### src/hw/status_sel_pkg.sv
// constants and helpers for the drive status output selection block
package status_sel_pkg;
  // frequencies are held in tenths of a hertz
  localparam int FREQ_W = 16;
  localparam logic [15:0] FREQ_LIMIT = 16'h0fa0;   // 400.0 Hz
  localparam logic [15:0] LEVEL_RST = 16'h012c;    // 30.0 Hz
  localparam logic [15:0] BW_RST = 16'h0064;       // 10.0 Hz
  localparam logic [15:0] MAXF_RST = 16'h0258;     // 60.0 Hz
  localparam logic [4:0] TSEL_RST = 5'h0c;
  localparam logic [4:0] RSEL_RST = 5'h11;
  localparam logic [2:0] FEN_RST = 3'h2;

  // register byte offsets
  localparam logic [7:0] OFS_LEVEL = 8'h00;
  localparam logic [7:0] OFS_BW = 8'h04;
  localparam logic [7:0] OFS_SELECT = 8'h08;
  localparam logic [7:0] OFS_MAXF = 8'h0c;
  localparam logic [7:0] OFS_STATUS = 8'h10;

  // select register fields
  localparam int TSEL_LSB = 0;
  localparam int RSEL_LSB = 8;
  localparam int FEN_LSB = 16;

  // fault enable bits
  localparam int FEN_LV = 0;
  localparam int FEN_OTHER = 1;
  localparam int FEN_RESTART = 2;

  // condition codes
  localparam int NUM_CODES = 18;
  localparam logic [4:0] CODE_PRESET = 5'h00;
  localparam logic [4:0] CODE_LEVEL_MATCH = 5'h01;
  localparam logic [4:0] CODE_WINDOW = 5'h02;
  localparam logic [4:0] CODE_ABOVE = 5'h03;
  localparam logic [4:0] CODE_ABOVE_INV = 5'h04;
  localparam logic [4:0] CODE_DRIVE_OVERLOAD = 5'h06;
  localparam logic [4:0] CODE_FAULT = 5'h11;

  // axi responses
  localparam logic [1:0] RESP_OKAY = 2'h0;
  localparam logic [1:0] RESP_SLVERR = 2'h2;
  localparam logic [1:0] RESP_DECERR = 2'h3;

  // |a - b| <= bw / 2, kept exact by doubling the left side
  function automatic logic within_half_bw(logic [15:0] a, logic [15:0] b, logic [15:0] bw);
    logic [15:0] d;
    d = (a >= b) ? 16'(a - b) : 16'(b - a);
    return {1'b0, d, 1'b0} <= {2'h0, bw};
  endfunction : within_half_bw

  // byte-lane merge of a write into a stored word
  function automatic logic [31:0] merge_strb(logic [31:0] old, logic [31:0] d, logic [3:0] s);
    logic [31:0] r;
    r = old;
    for (int i = 0; i < 4; i++) begin
      if (s[i]) begin
        r[i*8 +: 8] = d[i*8 +: 8];
      end
    end
    return r;
  endfunction : merge_strb
endpackage : status_sel_pkg

### src/hw/drive_status_output_select.sv
// drive status output selection with axi4-lite settings registers
//
// Added by the designer: the register addresses and register access over AXI4-Lite.
`timescale 1ns/1ps
`default_nettype none

// How it works
// - each output independently selects one condition code from 0 to 17
// - code 17 asserts per enables: bit0 low-voltage trip, bit1 other trip, bit2 restart
// - code 0: |preset - output freq| at most half the bandwidth
// - bandwidth 0..400 Hz, default 10.0, refused above max frequency
// - code 1: preset equals detect level and code 0 true
// - detect level 0..400 Hz, default 30.0, refused above max frequency
// - code 2: |level - run freq| at most half the bandwidth
// - code 3: accel run >= level; decel run > level - bw/2
// - code 4: code 3 thresholds, inverted normally-closed polarity
// - codes 5,6,7 follow motor overload, drive overload, stall flags
// - code 8 follows overvoltage trip
// - code 9 follows undervoltage trip
// - code 10 follows heat-sink overheat protection
// - code 11 follows frequency command loss
// - code 12: run command present and output voltage produced
// - code 13 while stopped; code 14 at constant speed
// - code 16 while waiting for a run command
// - enables 2 with code 17: any trip except low voltage
module drive_status_output_select
  import status_sel_pkg::*;
#(
  parameter logic [15:0] MAX_FREQ_DEFAULT = MAXF_RST
) (
  // clock and reset
  input wire logic aclk,
  input wire logic aresetn,
  // axi4-lite write address and data
  input wire logic [7:0] s_axi_awaddr,
  input wire logic [2:0] s_axi_awprot,
  input wire logic s_axi_awvalid,
  output logic s_axi_awready,
  input wire logic [31:0] s_axi_wdata,
  input wire logic [3:0] s_axi_wstrb,
  input wire logic s_axi_wvalid,
  output logic s_axi_wready,
  // axi4-lite write response
  output logic [1:0] s_axi_bresp,
  output logic s_axi_bvalid,
  input wire logic s_axi_bready,
  // axi4-lite read
  input wire logic [7:0] s_axi_araddr,
  input wire logic [2:0] s_axi_arprot,
  input wire logic s_axi_arvalid,
  output logic s_axi_arready,
  output logic [31:0] s_axi_rdata,
  output logic [1:0] s_axi_rresp,
  output logic s_axi_rvalid,
  input wire logic s_axi_rready,
  // frequencies in tenths of a hertz
  input wire logic [15:0] preset_freq,
  input wire logic [15:0] output_freq,
  input wire logic [15:0] run_freq,
  input wire logic accelerating,
  input wire logic decelerating,
  // run state
  input wire logic run_cmd,
  input wire logic output_active,
  input wire logic speed_search,
  input wire logic wait_run_cmd,
  // protection flags
  input wire logic motor_overload_flag,
  input wire logic drive_overload_flag,
  input wire logic stall_active_flag,
  input wire logic overvoltage_trip,
  input wire logic lowvoltage_trip,
  input wire logic other_trip,
  input wire logic heatsink_overheat_flag,
  input wire logic cmd_loss_flag,
  input wire logic [7:0] auto_restart_tries_setting,
  // status outputs
  output logic transistor_status_out,
  output logic relay_status_out
);

  ////////////////////////////////////////////////////////////////////////////
  // settings registers and bus slave

  logic [15:0] level_r, bw_r, maxf_r;
  logic [4:0] tsel_r, rsel_r;
  logic [2:0] fen_r;
  logic [7:0] awaddr_r;
  logic [31:0] wdata_r;
  logic [3:0] wstrb_r;
  logic aw_full_r, w_full_r;
  logic above_r, valid_r;
  logic do_write;
  logic [31:0] wval;
  logic [31:0] old_word;
  logic [1:0] wresp;

  assign s_axi_awready = !aw_full_r && !s_axi_bvalid;
  assign s_axi_wready = !w_full_r && !s_axi_bvalid;
  assign s_axi_arready = !s_axi_rvalid;
  assign do_write = aw_full_r && w_full_r && !s_axi_bvalid;

  // address and data accepted in either order
  always_ff @(posedge aclk) begin
    if (!aresetn) begin
      aw_full_r <= 1'b0;
      w_full_r <= 1'b0;
      awaddr_r <= 8'h00;
      wdata_r <= 32'h0000_0000;
      wstrb_r <= 4'h0;
    end else begin
      if (s_axi_awvalid && s_axi_awready) begin
        aw_full_r <= 1'b1;
        awaddr_r <= s_axi_awaddr;
      end else if (do_write) begin
        aw_full_r <= 1'b0;
      end
      if (s_axi_wvalid && s_axi_wready) begin
        w_full_r <= 1'b1;
        wdata_r <= s_axi_wdata;
        wstrb_r <= s_axi_wstrb;
      end else if (do_write) begin
        w_full_r <= 1'b0;
      end
    end
  end

  always_comb begin
    old_word = 32'h0000_0000;
    unique case (awaddr_r)
      OFS_LEVEL: old_word = {16'h0000, level_r};
      OFS_BW: old_word = {16'h0000, bw_r};
      OFS_MAXF: old_word = {16'h0000, maxf_r};
      OFS_SELECT: old_word = {13'h0000, fen_r, 3'h0, rsel_r, 3'h0, tsel_r};
      default: old_word = 32'h0000_0000;
    endcase
    wval = merge_strb(old_word, wdata_r, wstrb_r);
    wresp = RESP_OKAY;
    unique case (awaddr_r)
      // a setting past the top frequency is refused and kept
      OFS_LEVEL: if (wval[31:16] != 16'h0000 || wval[15:0] > FREQ_LIMIT
                     || wval[15:0] > maxf_r) wresp = RESP_SLVERR;
      OFS_BW: if (wval[31:16] != 16'h0000 || wval[15:0] > FREQ_LIMIT
                  || wval[15:0] > maxf_r) wresp = RESP_SLVERR;
      OFS_MAXF: if (wval[31:16] != 16'h0000 || wval[15:0] > FREQ_LIMIT) wresp = RESP_SLVERR;
      OFS_SELECT: if (wval[4:0] >= 5'(NUM_CODES) || wval[12:8] >= 5'(NUM_CODES))
                    wresp = RESP_SLVERR;
      OFS_STATUS: wresp = RESP_SLVERR;
      default: wresp = RESP_DECERR;
    endcase
  end

  always_ff @(posedge aclk) begin
    if (!aresetn) begin
      level_r <= LEVEL_RST;
      bw_r <= BW_RST;
      maxf_r <= MAX_FREQ_DEFAULT;
      tsel_r <= TSEL_RST;
      rsel_r <= RSEL_RST;
      fen_r <= FEN_RST;
    end else if (do_write && wresp == RESP_OKAY) begin
      unique case (awaddr_r)
        OFS_LEVEL: level_r <= wval[15:0];
        OFS_BW: bw_r <= wval[15:0];
        OFS_MAXF: maxf_r <= wval[15:0];
        OFS_SELECT: begin
          tsel_r <= wval[TSEL_LSB +: 5];
          rsel_r <= wval[RSEL_LSB +: 5];
          fen_r <= wval[FEN_LSB +: 3];
        end
        default: ;
      endcase
    end
  end

  always_ff @(posedge aclk) begin
    if (!aresetn) begin
      s_axi_bvalid <= 1'b0;
      s_axi_bresp <= RESP_OKAY;
    end else if (do_write) begin
      s_axi_bvalid <= 1'b1;
      s_axi_bresp <= wresp;
    end else if (s_axi_bready) begin
      s_axi_bvalid <= 1'b0;
    end
  end

  always_ff @(posedge aclk) begin
    if (!aresetn) begin
      s_axi_rvalid <= 1'b0;
      s_axi_rdata <= 32'h0000_0000;
      s_axi_rresp <= RESP_OKAY;
    end else if (s_axi_arvalid && s_axi_arready) begin
      s_axi_rvalid <= 1'b1;
      s_axi_rresp <= RESP_OKAY;
      unique case (s_axi_araddr)
        OFS_LEVEL: s_axi_rdata <= {16'h0000, level_r};
        OFS_BW: s_axi_rdata <= {16'h0000, bw_r};
        OFS_MAXF: s_axi_rdata <= {16'h0000, maxf_r};
        OFS_SELECT: s_axi_rdata <= {13'h0000, fen_r, 3'h0, rsel_r, 3'h0, tsel_r};
        OFS_STATUS: s_axi_rdata <= {29'h0000_0000, above_r, relay_status_out,
                                    transistor_status_out};
        default: begin
          s_axi_rdata <= 32'h0000_0000;
          s_axi_rresp <= RESP_DECERR;
        end
      endcase
    end else if (s_axi_rready) begin
      s_axi_rvalid <= 1'b0;
    end
  end

  ////////////////////////////////////////////////////////////////////////////
  // input sampling

  logic [15:0] preset_r, outf_r, runf_r;
  logic accel_r, decel_r, runcmd_r, active_r, search_r, wait_r;
  logic mol_r, dol_r, stall_r, ov_r, lv_r, oth_r, oh_r, loss_r, restart_r;

  // every condition works from these, one cycle behind the pins
  always_ff @(posedge aclk) begin
    if (!aresetn) begin
      preset_r <= 16'h0000;
      outf_r <= 16'h0000;
      runf_r <= 16'h0000;
      {accel_r, decel_r, runcmd_r, active_r, search_r, wait_r} <= 6'h00;
      {mol_r, dol_r, stall_r, ov_r, lv_r, oth_r, oh_r, loss_r, restart_r} <= 9'h000;
      valid_r <= 1'b0;
    end else begin
      preset_r <= preset_freq;
      outf_r <= output_freq;
      runf_r <= run_freq;
      {accel_r, decel_r, runcmd_r, active_r, search_r, wait_r} <=
        {accelerating, decelerating, run_cmd, output_active, speed_search, wait_run_cmd};
      {mol_r, dol_r, stall_r, ov_r, lv_r, oth_r, oh_r, loss_r} <=
        {motor_overload_flag, drive_overload_flag, stall_active_flag, overvoltage_trip,
         lowvoltage_trip, other_trip, heatsink_overheat_flag, cmd_loss_flag};
      restart_r <= auto_restart_tries_setting != 8'h00;
      valid_r <= 1'b1;
    end
  end

  ////////////////////////////////////////////////////////////////////////////
  // conditions and output selection

  logic [NUM_CODES-1:0] cond;
  logic above_nxt, fault_hit;
  logic transistor_nxt, relay_nxt;

  always_comb begin
    // constant speed keeps the last decision, so the band acts as hysteresis
    above_nxt = above_r;
    if (accel_r) begin
      above_nxt = runf_r >= level_r;
    end else if (decel_r) begin
      above_nxt = ({1'b0, runf_r, 1'b0} + {2'h0, bw_r}) > {1'b0, level_r, 1'b0};
    end
    fault_hit = (fen_r[FEN_LV] && lv_r)
             || (fen_r[FEN_OTHER] && (oth_r || ov_r))
             || (fen_r[FEN_RESTART] && restart_r && (lv_r || oth_r || ov_r));
    cond[0] = within_half_bw(preset_r, outf_r, bw_r);
    cond[1] = (preset_r == level_r) && cond[0];
    cond[2] = within_half_bw(level_r, runf_r, bw_r);
    cond[3] = above_nxt;
    cond[4] = !above_nxt;
    cond[5] = mol_r;
    cond[6] = dol_r;
    cond[7] = stall_r;
    cond[8] = ov_r;
    cond[9] = lv_r;
    cond[10] = oh_r;
    cond[11] = loss_r;
    cond[12] = runcmd_r && active_r;
    cond[13] = !active_r;
    cond[14] = active_r && !accel_r && !decel_r;
    cond[15] = search_r;
    cond[16] = wait_r;
    cond[17] = fault_hit;
    transistor_nxt = cond[tsel_r];
    relay_nxt = cond[rsel_r];
  end

  // outputs stay off until a full set of inputs has been sampled
  always_ff @(posedge aclk) begin
    if (!aresetn) begin
      transistor_status_out <= 1'b0;
      relay_status_out <= 1'b0;
      above_r <= 1'b0;
    end else if (valid_r) begin
      transistor_status_out <= transistor_nxt;
      relay_status_out <= relay_nxt;
      above_r <= above_nxt;
    end
  end
endmodule : drive_status_output_select

`default_nettype wire

### config.mk
export PLATFORM = sky130hd
export DESIGN_NAME = drive_status_output_select
export DESIGN_NICKNAME = d
export VERILOG_FILES = /design/src/hw/status_sel_pkg.sv /design/src/hw/drive_status_output_select.sv
export SDC_FILE = /design/constraint.sdc
export NUM_CORES = 1
export LEC_CHECK = 0
export BUFFER_PORTS_ARGS = -buffer_cell sky130_fd_sc_hd__buf_4
export CAP_MARGIN = 5
export CORE_UTILIZATION = 39
export DETAILED_ROUTE_END_ITERATION = 8
export PLACE_DENSITY = 0.56
export SETUP_SLACK_MARGIN = 0.15
export SLEW_MARGIN = 20
export SYNTH_ARGS = -nofsm -noshare
export SYNTH_HDL_FRONTEND = slang
export SYNTH_SLANG_ARGS = --single-unit
### constraint.sdc
create_clock -name aclk -period 4.7 [get_ports aclk]
set_input_delay 0.94 -clock aclk [delete_from_list [all_inputs] [get_ports aclk]]
set_output_delay 0.94 -clock aclk [all_outputs]
set_load 0.1 [all_outputs]
==> impl_metrics.csv <==
group,metric,value,unit
cells_and_area,layout_common_cells,"buf_4 (327), nand2_1 (211), dfxtp_1 (194), ha_1 (135), a21oi_1 (127)",
sta,tightestPinTransition,1.004,ns
sta,hold_viol,0,
logic_synthesis,ys_warn_count,0,
detailed_routing,vias,12855,
clocking,htreeDepth,4,
run_status,outcome,"completed",
global_route,grt_max_degree,73,
clocking,cts_tree,"done",
floorplanning,die_w,188.1,um
critical_path,crit_buf_inv,1,
cells_and_area,fin_util,51.04,%
critical_path,slowest_delay,0.54,ns
clocking,cts_sinks,198,
sta,fin_crit,4.462,ns
cells_and_area,final_cell_area,17240,um^2
logic_synthesis,synth_edf_count,0,
worst_hold_path,min_path_cells,2,
logic_synthesis,async_flop_share,0,%
cells_and_area,n_antenna_cell,0,
critical_path,end_kind,"register",
logic_synthesis,yosysSeqAreaShare,29.35,%
placed_design,port_buffers,158,
critical_path,arrival,4.77,ns
logic_synthesis,netlist-cell-type-count,90,
cells_and_area,nets,2198,
job,max_cap_viol_count,0,
global_route,grt_use_total,26.07,%
cells_and_area,syn_to_final_growth,27.67,%
clocking,cts_inserted_buffers,17,
floorplanning,dieArea,35380,um^2
placed_design,placed_area,16070,um^2
placed_design,place_ws,-0.2153,ns
logic_synthesis,syn_inst,1643,
sta,maxSlewViolCount,0,
sta,slew_headroom,33.06,%
floorplanning,die-height,188.1,um
detailed_routing,drtPass1Iterations,5,
floorplanning,start_util,39.98,%
sta,finClkSkew,0.01727,ns
logic_synthesis,ys_seq_elements,198,
pwr,peakVddDrop,0.0002940,V
logic_synthesis,syn_area,13510,um^2
sta,finalSetupTns,0,ns
critical_path,crit_cells,19,
clocking,cts_buffer_depth,2,
detailed_routing,drt-wirelength-per-cell,19.50,um
global_route,antenna_found_initial,0,
cells_and_area,drive_above_1_share,25.48,%
detailed_routing,routed_wl,46.38,mm
clocking,clock_latency,0.47,ns
detailed_routing,ant_nets,0,
detailed_routing,vias_per_cell,5.404,
critical_path,path_class,"reg -> reg",
detailed_routing,drt_iter0_drc,876,
floorplanning,ios,178,
pwr,p_per_area,275.1,nW/um^2
critical_path,cp_cell_sequence,"buf_6 > ha_4 > fa_2 > a211o_1 > o211ai_1 > a211oi_2 > a31oi_2 > o21bai_1 > xor2_1 > ha_1 > nand3_2 > nand2_1 > or4_4 > o32ai_4 > o311a_4 > nor3_4 > a31o_2 > nor3_2 > o22ai_1",
global_route,grt_pass1_vias,12259,
pwr,p_leak,0.007608,uW
critical_path,crit_fanout,4,
sta,rsz0062_at_grt,"true",
critical_path,start_kind,"register",
detailed_routing,drc_errors,0,
sta,min_period_over_period,94.93,%
clocking,cts_root_buffer,"clkbuf_16",
global_route,grt_first_pass_wirelength,70.53,mm
sta,finalWorstSetupSlack,0.2383,ns
floorplanning,core-area,33780,um^2
critical_path,r2r_cells,19,
critical_path,cpMaxStageDelayCell,"or4_4",
global_route,grt-ovfl-total,0,
clocking,clk_pin_slew,0.08,ns
logic_synthesis,synth_top_flop_cell,"dfxtp_1",
sta,fmax,224.1,MHz
critical_path,crit_family,"compound AO/OA/AOI/OAI gates",
placed_design,hpwl,36.28,mm
cells_and_area,fill_cells,3320,
worst_hold_path,hp-class,"reg -> reg",
cells_and_area,layout_commonest_cell,"buf_4",
logic_synthesis,synth.avg_cell_area,8.220,um^2
critical_path,cp_data_required_time,5.01,ns
sta,setup_viol,0,
floorplanning,rows,67,
placed_design,gp_congestion,0.9693,
metrics by stage:
stage / power [uW] / hold WS, ns / instances
floorplan: 2706 / 0.4360 / 1655
global placement: 3133 / 0.4424 / 2322
CTS: 4694 / 0.4588 / 2363
detailed placement: 3150 / 0.4473 / 2323
finish: 4744 / 0.4563 / 2379
global route: 4972 / 0.4742 / 2379
cell families after synthesis:
logic type	after synthesis	synth area share [%]
AND/OR/NAND/NOR	557	20.38
buffers and inverters	223	7.069
multiplexers	64	6.670
AO/OA/AOI/OAI	398	19.09
flip-flops	198	29.35
adder cells (fa/ha/maj)	145	13.71
XOR/XNOR	57	3.697
other	1	0.02777
power by group:
group	switching [uW]	internal (uW)
clock network	751	757
logic	819	612
registers	62.2	1740
registers in the layout, indices dropped and copies added, names as in the netlist, 3 cells and up:
| register | flops |
|---|---|
| wdata_r | 32 |
| s_axi_rdata | 19 |
| bw_r | 16 |
| level_r | 16 |
| maxf_r | 16 |
| outf_r | 16 |
| preset_r | 16 |
| runf_r | 16 |
| awaddr_r | 8 |
| rsel_r | 5 |
| tsel_r | 5 |
| wstrb_r | 4 |
| fen_r | 3 |
Yosys cell counts (30+ instances only):
master      n  area (um^2)
inv_1     126        473.0
nor2_1     87        326.6
o21ai_0    68        340.3
and2_1     69        431.7
a21oi_1   137        685.7
clkbuf_1   60        225.2
xor2_1     30        262.8
ha_1      140         1752
nand3_1    42        210.2
nor3_1     35        175.2
dfxtp_1   198         3964
mux2i_1    30        300.3
nand2_1   214        803.3
tightest hold or removal path, delay by kind of cell (launching register included):
| family | cells | cell delay [ns] |
|---|---|---|
| simple gates | 1 | 0.05 |
| compound gates | 1 | 0.05 |
| flops | 1 | 0.31 |
repair_timing:
action / in CTS / in global routing
pin swaps: 17 / 59
hold buffers: 0 / 0
cloned: 0 / 1
setup endpoints to repair: 3 / 2
gates resized for setup: 28 / 62
buffers inserted: 8 / 15
layer usage:
metal | vias to the layer above | track usage (%) | wire length, um
met1 | 6089 | 35.48 | 21310
li1 | 6326 | - | -
met3 | 68 | 3.425 | 2263
met4 | 0 | 11.60 | 1889
met2 | 372 | 41.00 | 20920
met5 | - | 0 | 0
final cells by class:
cell class / instances / area, um^2 / area share (%)
multi-input combinational: 1234 / 9019 / 52.30
timing repair buffer: 340 / 2634 / 15.27
tap: 448 / 560.5 / 3.251
inverter: 127 / 476.7 / 2.765
clock inverter: 14 / 152.6 / 0.8853
sequential: 198 / 3971 / 23.03
clock buffer: 18 / 429.2 / 2.489
worst paths after layout:
kind                                  start               end  slack (ns)
worst max-delay path              runf_r[0]  relay_status_out        0.24
worst min-delay path            wdata_r[13]       wdata_r[13]        0.46
worst max register to register    runf_r[0]  relay_status_out        0.24
worst min register to register  wdata_r[13]       wdata_r[13]        0.46
Note: power is estimated with default switching activity, not from simulation.
